--- src/hdl/latch_src_consts.svh ---
// Constants for the latch input source selection block.
`ifndef LATCH_SRC_CONSTS_SVH
`define LATCH_SRC_CONSTS_SVH

// ------------------------------------------------------------------------
// Register map (word addresses)
// ------------------------------------------------------------------------
`define SRC_ADDR_W          2
`define SRC_CTRL_OFFSET     2'h0
`define SRC_DIV_OFFSET      2'h1
`define SRC_STATUS_OFFSET   2'h2
`define SRC_CTRL_RESET      8'h00
`define SRC_DIV_RESET       3'h0

// ------------------------------------------------------------------------
// Control register field positions
// ------------------------------------------------------------------------
`define SRC_BIT_PIN_SET     7
`define SRC_BIT_CLK_SET     6
`define SRC_BIT_CMP2_SET    5
`define SRC_BIT_CMP1_SET    4
`define SRC_BIT_PIN_RST     3
`define SRC_BIT_CLK_RST     2
`define SRC_BIT_CMP2_RST    1
`define SRC_BIT_CMP1_RST    0

// ------------------------------------------------------------------------
// Divider: period is 4 shifted left by the select code
// ------------------------------------------------------------------------
`define SRC_DIV_BASE_LOG2   2
`define SRC_DIV_CNT_W       9
`define SRC_UNMAPPED_READ   32'h0000_0000

`endif

--- src/hdl/latch_src_pkg.sv ---
// Types shared by the latch input source selection block.
`default_nettype none
package latch_src_pkg;
   typedef struct packed {
      logic [1:0]  address;
      logic        read;
      logic        write;
      logic [31:0] writedata;
      logic [3:0]  byteenable;
   } av_req_t;

   typedef struct packed {
      logic [31:0] readdata;
      logic        waitrequest;
   } av_rsp_t;

   typedef struct packed {
      logic pin;
      logic cmp_one;
      logic cmp_two;
   } src_in_t;

   typedef struct packed {
      logic set_req;
      logic reset_req;
   } latch_drive_t;
endpackage : latch_src_pkg
`default_nettype wire

--- src/hdl/latch_pulse_divider.sv ---
// Periodic one-cycle pulse generator for the latch clock source.
`include "latch_src_consts.svh"
`default_nettype none
module latch_pulse_divider (
   // Clock and reset
   input  wire logic       clk,
   input  wire logic       rst_n,
   // Period select
   input  wire logic [2:0] latch_pulse_divider_select,
   // Pulse out
   output logic            pulse
);
   typedef struct packed {
      logic [`SRC_DIV_CNT_W-1:0] count;
      logic                      pulse;
   } div_state_t;

   div_state_t state;
   div_state_t next_state;
   logic [`SRC_DIV_CNT_W-1:0] last;

   // Terminal count is period minus one; period is 4 << select.
   assign last = `SRC_DIV_CNT_W'((`SRC_DIV_CNT_W'(1)
                  << (`SRC_DIV_BASE_LOG2 + 32'(latch_pulse_divider_select)))
                  - `SRC_DIV_CNT_W'(1));

   always_comb begin
      next_state = state;
      next_state.pulse = 1'b0;
      if (state.count >= last) begin
         next_state.count = '0;
         next_state.pulse = 1'b1;
      end else begin
         next_state.count = state.count + `SRC_DIV_CNT_W'(1);
      end
   end

   always_ff @(posedge clk or negedge rst_n) begin
      if (!rst_n) begin
         state <= '0;
      end else begin
         state <= next_state;
      end
   end

   assign pulse = state.pulse;
endmodule : latch_pulse_divider
`default_nettype wire

--- src/hdl/latch_input_select.sv ---
// Source selection for the set and reset inputs of a set/reset latch.
`include "latch_src_consts.svh"
`default_nettype none

module latch_input_select (
   // Clock and reset
   input  wire logic                  clk,
   input  wire logic                  rst_n,
   // Avalon-MM slave
   input  wire latch_src_pkg::av_req_t av_req,
   output latch_src_pkg::av_rsp_t      av_rsp,
   // Asynchronous sources
   input  wire latch_src_pkg::src_in_t src_in,
   // Drive toward the latch core
   output latch_src_pkg::latch_drive_t latch_drive
);
   import latch_src_pkg::*;

   typedef struct packed {
      logic [7:0]  control;
      logic [2:0]  divider;
      src_in_t     sync1;
      src_in_t     sync2;
      logic        ack;
      logic [31:0] readdata;
      latch_drive_t drive;
   } sel_state_t;

   sel_state_t state;
   sel_state_t next_state;
   logic       clk_pulse;

   // ---------------------------------------------------------------------
   // Divided clock source
   // ---------------------------------------------------------------------
   latch_pulse_divider u_div (
      .clk                        (clk),
      .rst_n                      (rst_n),
      .latch_pulse_divider_select (state.divider),
      .pulse                      (clk_pulse)
   );

   function automatic logic [31:0] read_mux(input logic [1:0] addr,
                                           input sel_state_t s);
      logic [31:0] v;
      v = `SRC_UNMAPPED_READ;
      unique case (addr)
         `SRC_CTRL_OFFSET:   v = {24'h00_0000, s.control};
         `SRC_DIV_OFFSET:    v = {29'h0000_0000, s.divider};
         `SRC_STATUS_OFFSET: v = {27'h000_0000, s.sync2, s.drive};
         default:            v = `SRC_UNMAPPED_READ;
      endcase
      return v;
   endfunction : read_mux

   // ---------------------------------------------------------------------
   // Next state
   // ---------------------------------------------------------------------
   always_comb begin
      logic [7:0] c;
      logic       req;
      c = state.control;
      next_state = state;
      next_state.sync1 = src_in;
      next_state.sync2 = state.sync1;
      req = av_req.read | av_req.write;
      // Each access is answered one cycle after it is seen.
      next_state.ack = req & ~state.ack;
      if (req && !state.ack) begin
         if (av_req.write && av_req.byteenable[0]) begin
            if (av_req.address == `SRC_CTRL_OFFSET) begin
               next_state.control = av_req.writedata[7:0];
            end
            if (av_req.address == `SRC_DIV_OFFSET) begin
               next_state.divider = av_req.writedata[2:0];
            end
         end
         next_state.readdata = read_mux(av_req.address, state);
      end
      // Same-source set and reset together is left to software.
      next_state.drive.set_req =
           (c[`SRC_BIT_PIN_SET]  & state.sync2.pin)
         | (c[`SRC_BIT_CLK_SET]  & clk_pulse)
         | (c[`SRC_BIT_CMP2_SET] & state.sync2.cmp_two)
         | (c[`SRC_BIT_CMP1_SET] & state.sync2.cmp_one);
      next_state.drive.reset_req =
           (c[`SRC_BIT_PIN_RST]  & state.sync2.pin)
         | (c[`SRC_BIT_CLK_RST]  & clk_pulse)
         | (c[`SRC_BIT_CMP2_RST] & state.sync2.cmp_two)
         | (c[`SRC_BIT_CMP1_RST] & state.sync2.cmp_one);
   end

   always_ff @(posedge clk or negedge rst_n) begin
      if (!rst_n) begin
         state         <= '0;
         state.control <= `SRC_CTRL_RESET;
         state.divider <= `SRC_DIV_RESET;
      end else begin
         state <= next_state;
      end
   end

   assign av_rsp.waitrequest = (av_req.read | av_req.write) & ~state.ack;
   assign av_rsp.readdata    = state.readdata;
   assign latch_drive        = state.drive;
endmodule : latch_input_select
`default_nettype wire

--- config.mk ---
export PLATFORM = sky130hd
export DESIGN_NAME = latch_input_select
export DESIGN_NICKNAME = d
export VERILOG_FILES = /design/src/hdl/latch_src_pkg.sv /design/src/hdl/latch_pulse_divider.sv /design/src/hdl/latch_input_select.sv
export VERILOG_INCLUDE_DIRS = /design/src /design/src/hdl
export SDC_FILE = /design/constraint.sdc
export NUM_CORES = 1
export LEC_CHECK = 0
export BUFFER_PORTS_ARGS = -buffer_cell sky130_fd_sc_hd__buf_2
export CAP_MARGIN = 10
export CORE_UTILIZATION = 45
export CTS_CLUSTER_DIAMETER = 150
export DETAILED_ROUTE_END_ITERATION = 12
export PLACE_DENSITY_LB_ADDON = 0.05
export SYNTH_ARGS = -nofsm -noshare
export SYNTH_HDL_FRONTEND = slang
export SYNTH_SLANG_ARGS = --single-unit
--- constraint.sdc ---
create_clock -name clk -period 4.2 [get_ports clk]
set_input_delay 1.26 -clock clk [delete_from_list [all_inputs] [get_ports clk]]
set_output_delay 1.26 -clock clk [all_outputs]
set_load 0.1 [all_outputs]
==> Word-level counts from Yosys, hierarchy flattened <==
Index checks and enable logic that the tools add are counted.
{ "totals": {"output_inout_bits": 35, "mem_bits_rw": 0, "mem_count": 0, "reg_bits": 62, "latch_bits": 0, "wordCells": 47, "input_bits": 45, "mem_bits_ro": 0} }
{ "classes": {"shifts": 1, "muxes": 3, "n_reduce_logical": 6, "div": 0, "magnitude_cmp": 1, "add_sub_neg": 3, "eq_ne": 2, "bitwise_logic": 17, "multipliers": 0} }
{ "ops": {"columns": ["operator", "count"], "rows": [
  ["1-bit by 32-bit << shifter with 9-bit output, first input constant", 1],
  ["8-bit case mux with 3 select lines", 1],
  ["9-bit by 1-bit adder with 9-bit output, second input constant", 1],
  ["1-bit bitwise AND", 9],
  ["9-bit greater-or-equal comparator", 1],
  ["9-bit 2-to-1 mux", 1],
  ["9-bit by 2-bit subtractor with 9-bit output, second input constant", 1],
  ["1-bit bitwise OR", 7],
  ["3-bit AND reduction", 2],
  ["2-bit by 3-bit adder with 4-bit output, first input constant", 1],
  ["2-bit by 1-bit == test with 1-bit output, second input constant", 1],
  ["2-bit == test, second input constant", 1],
  ["1-bit logical AND", 2],
  ["2-bit logical NOT", 1],
  ["1-bit logical NOT", 1],
  ["1-bit 2-to-1 mux", 1],
  ["1-bit inverter", 1]
]} }

==> Depth between registers and ports, before layout <==
Gate-level depths: netlist of run 1.
{ "depth": {"depth_word": 5, "mapped_depth": 13, "depth_no_buf": 13} }

==> Hierarchy <==
A second synthesis of run 1 with hierarchy kept.
{ "hier_totals": {"hier_cells": 208, "hier_area_um2": 2273.4} }
{ "by_module_without_submodules": {"columns": ["mod", "cells_each", "area_each_um2", "seq_area_each_um2", "instances"], "rows": [
  ["latch_input_select", 121, 1395.1, 700.7, 1],
  ["latch_pulse_divider", 87, 878.3, 250.2, 1]
]} }

==> Worst setup path before layout of run 1 <==
OpenSTA, ideal clock, no wires.
{ "synth_path": {"path_type": "input -> output", "start": "in av_req[36] (netlist bit)", "end": "out av_rsp[0] (netlist bit)", "setup_slack_ps": 759, "path_buffers": 2, "t_arrival_ps": 2181, "required_ps": 2940, "path_stages": 4, "cell_sequence": "o21bai_1 > clkbuf_1 > inv_1 > buf_4"} }
{ "synth_rtl": {"columns": ["item", "line", "source"], "rows": [
  ["start: declaration", "latch_input_select.sv:10", "input wire latch_src_pkg::av_req_t av_req,"],
  ["end: declaration", "latch_input_select.sv:11", "output latch_src_pkg::av_rsp_t av_rsp,"]
]} }

==> summary.md, run 1 <==
| Metric | Value |
|---|---|
| Number of buffers added on ports | `28` |
| Ant diodes | `0` |
| Synth Cell Area | `2206 sq um` |
| P_leak | `1.127 nW` |
| Min-delay worst type | `reg2reg` |
| Total track usage | `0.1554` |
| FF-to-FF Start | `state[42]` |
| Worst Setup Start Kind | `primary input` |
| Largest net degree at the start of global routing | `39` |
| Dpl hpwl | `2775 um` |
| Max FO, Critical Path | `17` |
| Grt ovf | `0` |
| Clock root buffer | `clkbuf_8` |
| Clk buf depth | `2` |
| CTS clk-pin slew, worst paths | `60 ps` |
| Met1 Resource Use GR | `0.1942` |
| Outcome | `finished, final reports clean` |
| Initial antenna violation count | `0` |
| Post-CTS Setup Inserts | `0` |
| Syn. warnings | `0` |
| Worst setup path endpoint | `av_rsp[0]` |
| Final GP Congestion | `around 0.73` |
| Seq/Total Area, Yosys | `0.4311` |
| Avg Inst Size Synth | `10.61 sq um` |
| Die area | `5186 sq um` |
| Maxcap violations | `0` |
| Final min period | `around 3400 ps` |
| Initial Utilization | `0.4670` |
| CTS tree | `built` |
| Die Span Y | `72.02 um` |
| Met2 GRT Util | `0.2547` |
| Slew HR | `0.4517` |
| Syn Inst Count | `208` |
| Vias/cell | `approximately 4.8` |
| CTS Hold Bufs | `0` |
| Synth Register Bits | `38` |
| Synthesis-to-layout area growth | `6.012%` |
| FF-to-FF path depth | `12` |
| Antenna Nets Post-Route | `0` |
| Vias in the first global route | `1326` |
| Global-route wire length before repair | `~6200 um` |
| Worst EP required | `2940 ps` |
| Hold Path Depth | `0` |
| Maximum vdd drop | `0.2908 mV` |
| Clock Skew | `7.257 ps` |
| Critical path class | `in2out` |
| Hold Vio Cnt, Final | `0` |
| Library cells used by synthesis | `38` |
| Clock Latency Late Sink | `between 200 and 300 ps` |
| Rows | `25` |
| Fillcell total | `434` |
| CORE AREA | `4723 sq um` |
| Least-Margin Pin Slew | `822.4 ps` |
| Clock sinks | `38` |
| Iteration-0 DRC count of the detailed router | `71` |
| H-tree depth | `2` |
| FMAX | `just under 0.3 GHz` |
| First drt pass iteration count | `4` |
| Die Span X | `72.02 um` |
| Reg-to-reg setup timing slack | `1000 ps` |
| Unrepaired setup endpoints after global routing | `false` |
| Fin crit share | `0.8013` |
| Cell Count, Final, Fillers Out | `a little under 300` |
| Finish-stage setup viols | `0` |
| Routed wire length | `about 3600 um` |
| Busiest metal layer after global routing | `met2` |
| Pwr/cell area | `between 600 and 700 nW/um^2` |
| Average wire per standard cell | `12.09 um` |
| Met3 Use GR | `0.04306` |
| Setup TNS | `0 ps` |
| Number of remaining DRC errors | `0` |
| Vias | `1415` |
| Slew Limit Fails | `0` |
| Critical Path Source | `av_req[36]` |
| Final Net Count | `slightly below 300` |
| Post-cts sizing count | `0` |
| Placed Cells | `~290` |
| Worst path arrival time | `2110 ps` |
| IO Count | `80` |
| Setup crit end kind | `output pin` |
| Inserted Clock Buffers | `5` |
| Worst r2r dst | `u_div.state[8]` |
| Layout cells sized above 1 | `0.2304` |
==> metal layers <==
layer  vias to the layer above  share of wire
li1                        695              -
met1                       667           0.43
met2                        44           0.50
met3                         9          0.044
met4                         0          0.020
met5                         -              0
==> placed cells by master (no fill, tap or decap), types with 2 or more instances in the layout <==
master    count
nand3b_1      2
mux2_2        9
mux2i_1       5
nand3_1       4
a22oi_1       4
o31ai_1       2
conb_1       24
nor2_1        8
clkbuf_8      6
nand4_1       2
nand2_1      18
xor2_1        2
ha_1         17
inv_1         6
buf_2        28
dfrtp_1      38
xnor2_1       9
nor3_1       10
o21ai_0       8
a21oi_1       8
==> cell type report <==
cell class                      instances  area (sq um)  share of cell area
Clock inverter                          1         5.005            0.002140
Tap cell                               67         83.83             0.03585
Timing Repair Buffer                   29         147.6             0.06314
Inverter                                6         22.52            0.009631
Multi-Input combinational cell        149          1042              0.4457
Clock buffer                            7         86.33             0.03692
Sequential cell                        38         950.9              0.4066
==> registers in the layout, indices dropped and copies added, names as in the netlist <==
register / flops
av_rsp: 8
u_div.pulse: 1
u_div.state: 9
state: 15
latch_drive: 2
next_state: 3
==> worst max-delay path: stages <==
cell and delay [ps]:
buf_2 90, o21bai_1 70, buf_4 180, inv_1 80, buf_2 420
==> worst min-delay path by stage <==
stage | start | endpoint | slack (ps)
detailed placement | next_state[35] | state[35] | 340
global route | next_state[37] | state[37] | 360
global placement | next_state[37] | state[37] | 340
finish | next_state[35] | state[35] | 350
floorplan | next_state[35] | state[35] | 330
CTS | next_state[35] | state[35] | 350
==> stage by stage <==
step / setup WS, ps / util / power, mW / cell area [sq um] / hold WS (ps)
after global placement: 851.4 / 0.4758 / 1.219 / 2247 / 336.6
after CTS: 829.4 / 0.4951 / 1.497 / 2338 / 353.4
final: 834.5 / 0.4951 / 1.479 / 2338 / 350.2
after detailed placement: 832.7 / 0.4758 / 1.237 / 2247 / 337.1
after global routing: 681.9 / 0.4951 / 1.580 / 2338 / 363.7
after floorplan: 759.0 / - / 1.158 / 2292 / 331.2
==> cell usage after synthesis, drive strengths merged <==
cell / n / area, sq um
o21a: 1 / 7.510
inv: 6 / 22.52
mux2: 9 / 101.4
nand3: 4 / 20.02
o31ai: 3 / 36.28
o2111ai: 1 / 8.760
nor3b: 2 / 20.02
nor2: 9 / 41.29
xnor2: 9 / 78.83
or2: 1 / 6.260
buf: 37 / 272.8
dfrtp: 38 / 950.9
nor2b: 2 / 20.02
nor4: 1 / 6.260
xor2: 2 / 17.52
a21oi: 8 / 40.04
nand3b: 2 / 15.01
conb: 1 / 3.750
ha: 17 / 212.7
nand2: 18 / 67.56
clkbuf: 1 / 3.750
a211oi: 1 / 12.51
and3: 1 / 7.510
and3b: 1 / 10.01
mux2i: 5 / 50.05
a22oi: 4 / 30.03
o21ai: 8 / 40.04
o21bai: 1 / 7.510
a21o: 1 / 7.510
nor3: 11 / 66.32
nand4: 2 / 12.51
nor4b: 1 / 8.760
==> kinds of logic (layout without fill, tap and decap cells) <==
kind of cell,count (synthesis),after routing,synth area share
muxes,14,14,0.06864
adders and majority gates,17,17,0.09642
DFF,38,38,0.4311
buffers and inverters,44,43,0.1356
other,1,24,0.001700
xor gates and xnor gates,11,11,0.04368
and+or+nand+nor,55,55,0.1367
AOI/OAI and AO/OA,28,28,0.08622
==> where the power goes <==
part	internal, mW	switching, mW
Sequential	0.452	0.0880
Clock	0.132	0.121
Combinational	0.208	0.477
Total	0.792	0.686
No activity file was read; power rests on OpenSTA's default activity.
==> inputs of run 2 (changes only) <==
clock period = 3.4 ns   (was 4.2 ns; I/O delays follow)
==> run 2 against run 1 <==
Against the previous run:
- wire length increased by 6.2%
- sequential cell count unchanged
- sequential power increased by 23%
- largest power group unchanged
==> summary.md, run 2 (synthesized netlist as in run 1, its figures left out) <==
| Metric | Value |
|---|---|
| FMAX | `between 0.3 and 0.4 GHz` |
| Number of buffers added on ports | `28 (unchanged)` |
| Most frequent cells in the layout | `dfrtp_1 (38), buf_2 (28), conb_1 (24), nand2_1 (18), ha_1 (17) (unchanged)` |
| Final GP Congestion | `0.7479 (was 0.7349)` |
| Clk buf depth | `2 (unchanged)` |
| Vias | `1431 (was 1415)` |
| Setup TNS | `0 ps (unchanged)` |
| CORE AREA | `4723 sq um (unchanged)` |
| P_leak | `1.152 nW (was 1.127 nW)` |
| Routed wire length | `3813 um (was 3590 um)` |
| Slew Limit Fails | `0 (unchanged)` |
| Number of remaining DRC errors | `0 (unchanged)` |
| Pwr/cell area | `808.9 nW/um^2 (was 632.3 nW/um^2)` |
| Final Total Pwr | `1.927 mW (was 1.479 mW)` |
| IO Count | `80 (unchanged)` |
| Die Span Y | `72.02 um (unchanged)` |
| Synthesis-to-layout area growth | `7.997% (was 6.012%)` |
| Fin crit share | `0.8491` |
| CTS tree | `built (unchanged)` |
| Initial antenna violation count | `0 (unchanged)` |
| CTS clk-pin slew, worst paths | `80 ps (was 60 ps)` |
| Slew HR | `0.4463 (was 0.4517)` |
| H-tree depth | `2 (unchanged)` |
| Worst Setup Start Kind | `flop (was primary input)` |
| Setup crit end kind | `flop (was output pin)` |
| Least-Margin Pin Slew | `830.5 ps (was 822.4 ps)` |
| Reg-to-reg setup timing slack | `510 ps (was 1000 ps)` |
| Worst path arrival time | `3040 ps (was 2110 ps)` |
| Layout cells sized above 1 | `0.2414 (was 0.2304)` |
| Post-CTS Setup Inserts | `0 (unchanged)` |
| Largest net degree at the start of global routing | `39 (unchanged)` |
| Vias in the first global route | `1395 (was 1326)` |
| Die area | `5186 sq um (unchanged)` |
| Max FO, Critical Path | `10 (was 17)` |
| Antenna Nets Post-Route | `0 (unchanged)` |
| Clock sinks | `38 (unchanged)` |
| Outcome | `finished, final reports clean (unchanged)` |
| Grt ovf | `0 (unchanged)` |
| Ant diodes | `0 (unchanged)` |
| Final Net Count | `294 (was 291)` |
| Max reg flops | `15 (unchanged)` |
| Worst EP required | `3550 ps (was 2940 ps)` |
| Clock Latency Late Sink | `290 ps (about the same)` |
| Average wire per standard cell | `12.75 um (was 12.09 um)` |
| Total track usage | `0.1637 (was 0.1554)` |
| Inserted Clock Buffers | `5 (unchanged)` |
| First drt pass iteration count | `3 (was 4)` |
| Iteration-0 DRC count of the detailed router | `25 (was 71)` |
| Unrepaired setup endpoints after global routing | `false (unchanged)` |
| Final min period | `just under 3000 ps` |
| Worst slack at placement | `519.2 ps (was 832.7 ps)` |
| Most common cell after layout, fill and taps aside | `dfrtp_1 (unchanged)` |
| Global-route wire length before repair | `6444 um (was 6161 um)` |
| Final worst slack | `513.2 ps (was 834.5 ps)` |
| Post-cts sizing count | `0 (unchanged)` |
| Clock Skew | `6.770 ps (was 7.257 ps)` |
| Maximum vdd drop | `0.5021 mV (was 0.2908 mV)` |
| CTS Hold Bufs | `0 (unchanged)` |
| Initial Utilization | `0.4670 (unchanged)` |
| Hold Vio Cnt, Final | `0 (unchanged)` |
| Dpl hpwl | `2927 um (was 2775 um)` |
| Clock root buffer | `clkbuf_8 (unchanged)` |
| Post-layout util | `0.5044 (was 0.4951)` |
| Biggest register | `state (unchanged)` |
| Finish-stage setup viols | `0 (unchanged)` |
| Die Span X | `72.02 um (unchanged)` |
| Maxcap violations | `0 (unchanged)` |
| Rows | `25 (unchanged)` |
| Min-delay worst type | `reg2reg (unchanged)` |
| Vias/cell | `4.786 (was 4.764)` |
| Critical path class | `reg2reg (was in2out)` |
run 2: cell count changes in the layout (fill, tap and decap cells not counted), sizes merged:
cell | previous run | this run
buf | 29 | 32
clkinv | 1 | 0
bufinv | 0 | 1
clkbuf | 7 | 6
run 2: layer usage:
layer / wire (um) / part of all wire / vias up / track usage
met4: 65 / 0.017 / 0 / 0.07843
met3: 164 / 0.043 / 8 / 0.04167
met2: 1973 / 0.52 / 48 / 0.2872
li1: - / - / 700 / -
met1: 1609 / 0.42 / 675 / 0.1865
met5: 0 / 0 / - / 0
run 2: through the flow:
| step | instance area [sq um] | cells | hold WS (ps) |
|---|---|---|---|
| floorplan | 2292 | 231 | 331.2 |
| global placement | 2270 | 292 | 336.6 |
| detailed placement | 2270 | 292 | 337.1 |
| CTS | 2382 | 299 | 353.7 |
| global route | 2382 | 299 | 362.3 |
| finish | 2382 | 299 | 351.2 |
run 2: worst paths after layout:
path | to | depth (start not counted) | start
setup / recovery | u_div.state[3] | 11 | state[43]
hold / removal | state[37] | 0 | next_state[37]
setup reg to reg | u_div.state[3] | 11 | state[43]
hold reg to reg | state[37] | 0 | next_state[37]
max in group asynchronous | state[35] | 1 | rst_n
min in group asynchronous | state[34] | 1 | rst_n
run 2: cell type report:
type | instances | area (sq um)
Sequential cell | 38 | 950.9
Tap cell | 67 | 83.83
Multi-Input combinational cell | 149 | 1042
Inverter | 6 | 22.52
Timing Repair Buffer | 32 | 170.2
Clock buffer | 6 | 82.58
Fill cell | 421 | 2341
Clock inverter | 1 | 30.03
run 2: critical path, stage by stage (launching register included):
cell	delay (ps)
dfrtp_1	430
inv_1	130
ha_1	380
nand3b_1	200
ha_1	240
nor2_1	110
nor3_1	60
xnor2_1	140
ha_1	310
nand4_1	160
o31ai_4	480
nor3_1	120
run 2: power breakdown:
group | leakage (nW) | internal, mW | total [mW] | switching [mW]
combinational | 0.620 | 0.271 | 0.877 | 0.606
clock | 0.0573 | 0.235 | 0.389 | 0.154
sequential | 0.474 | 0.558 | 0.662 | 0.104
total | 1.15 | 1.06 | 1.93 | 0.864
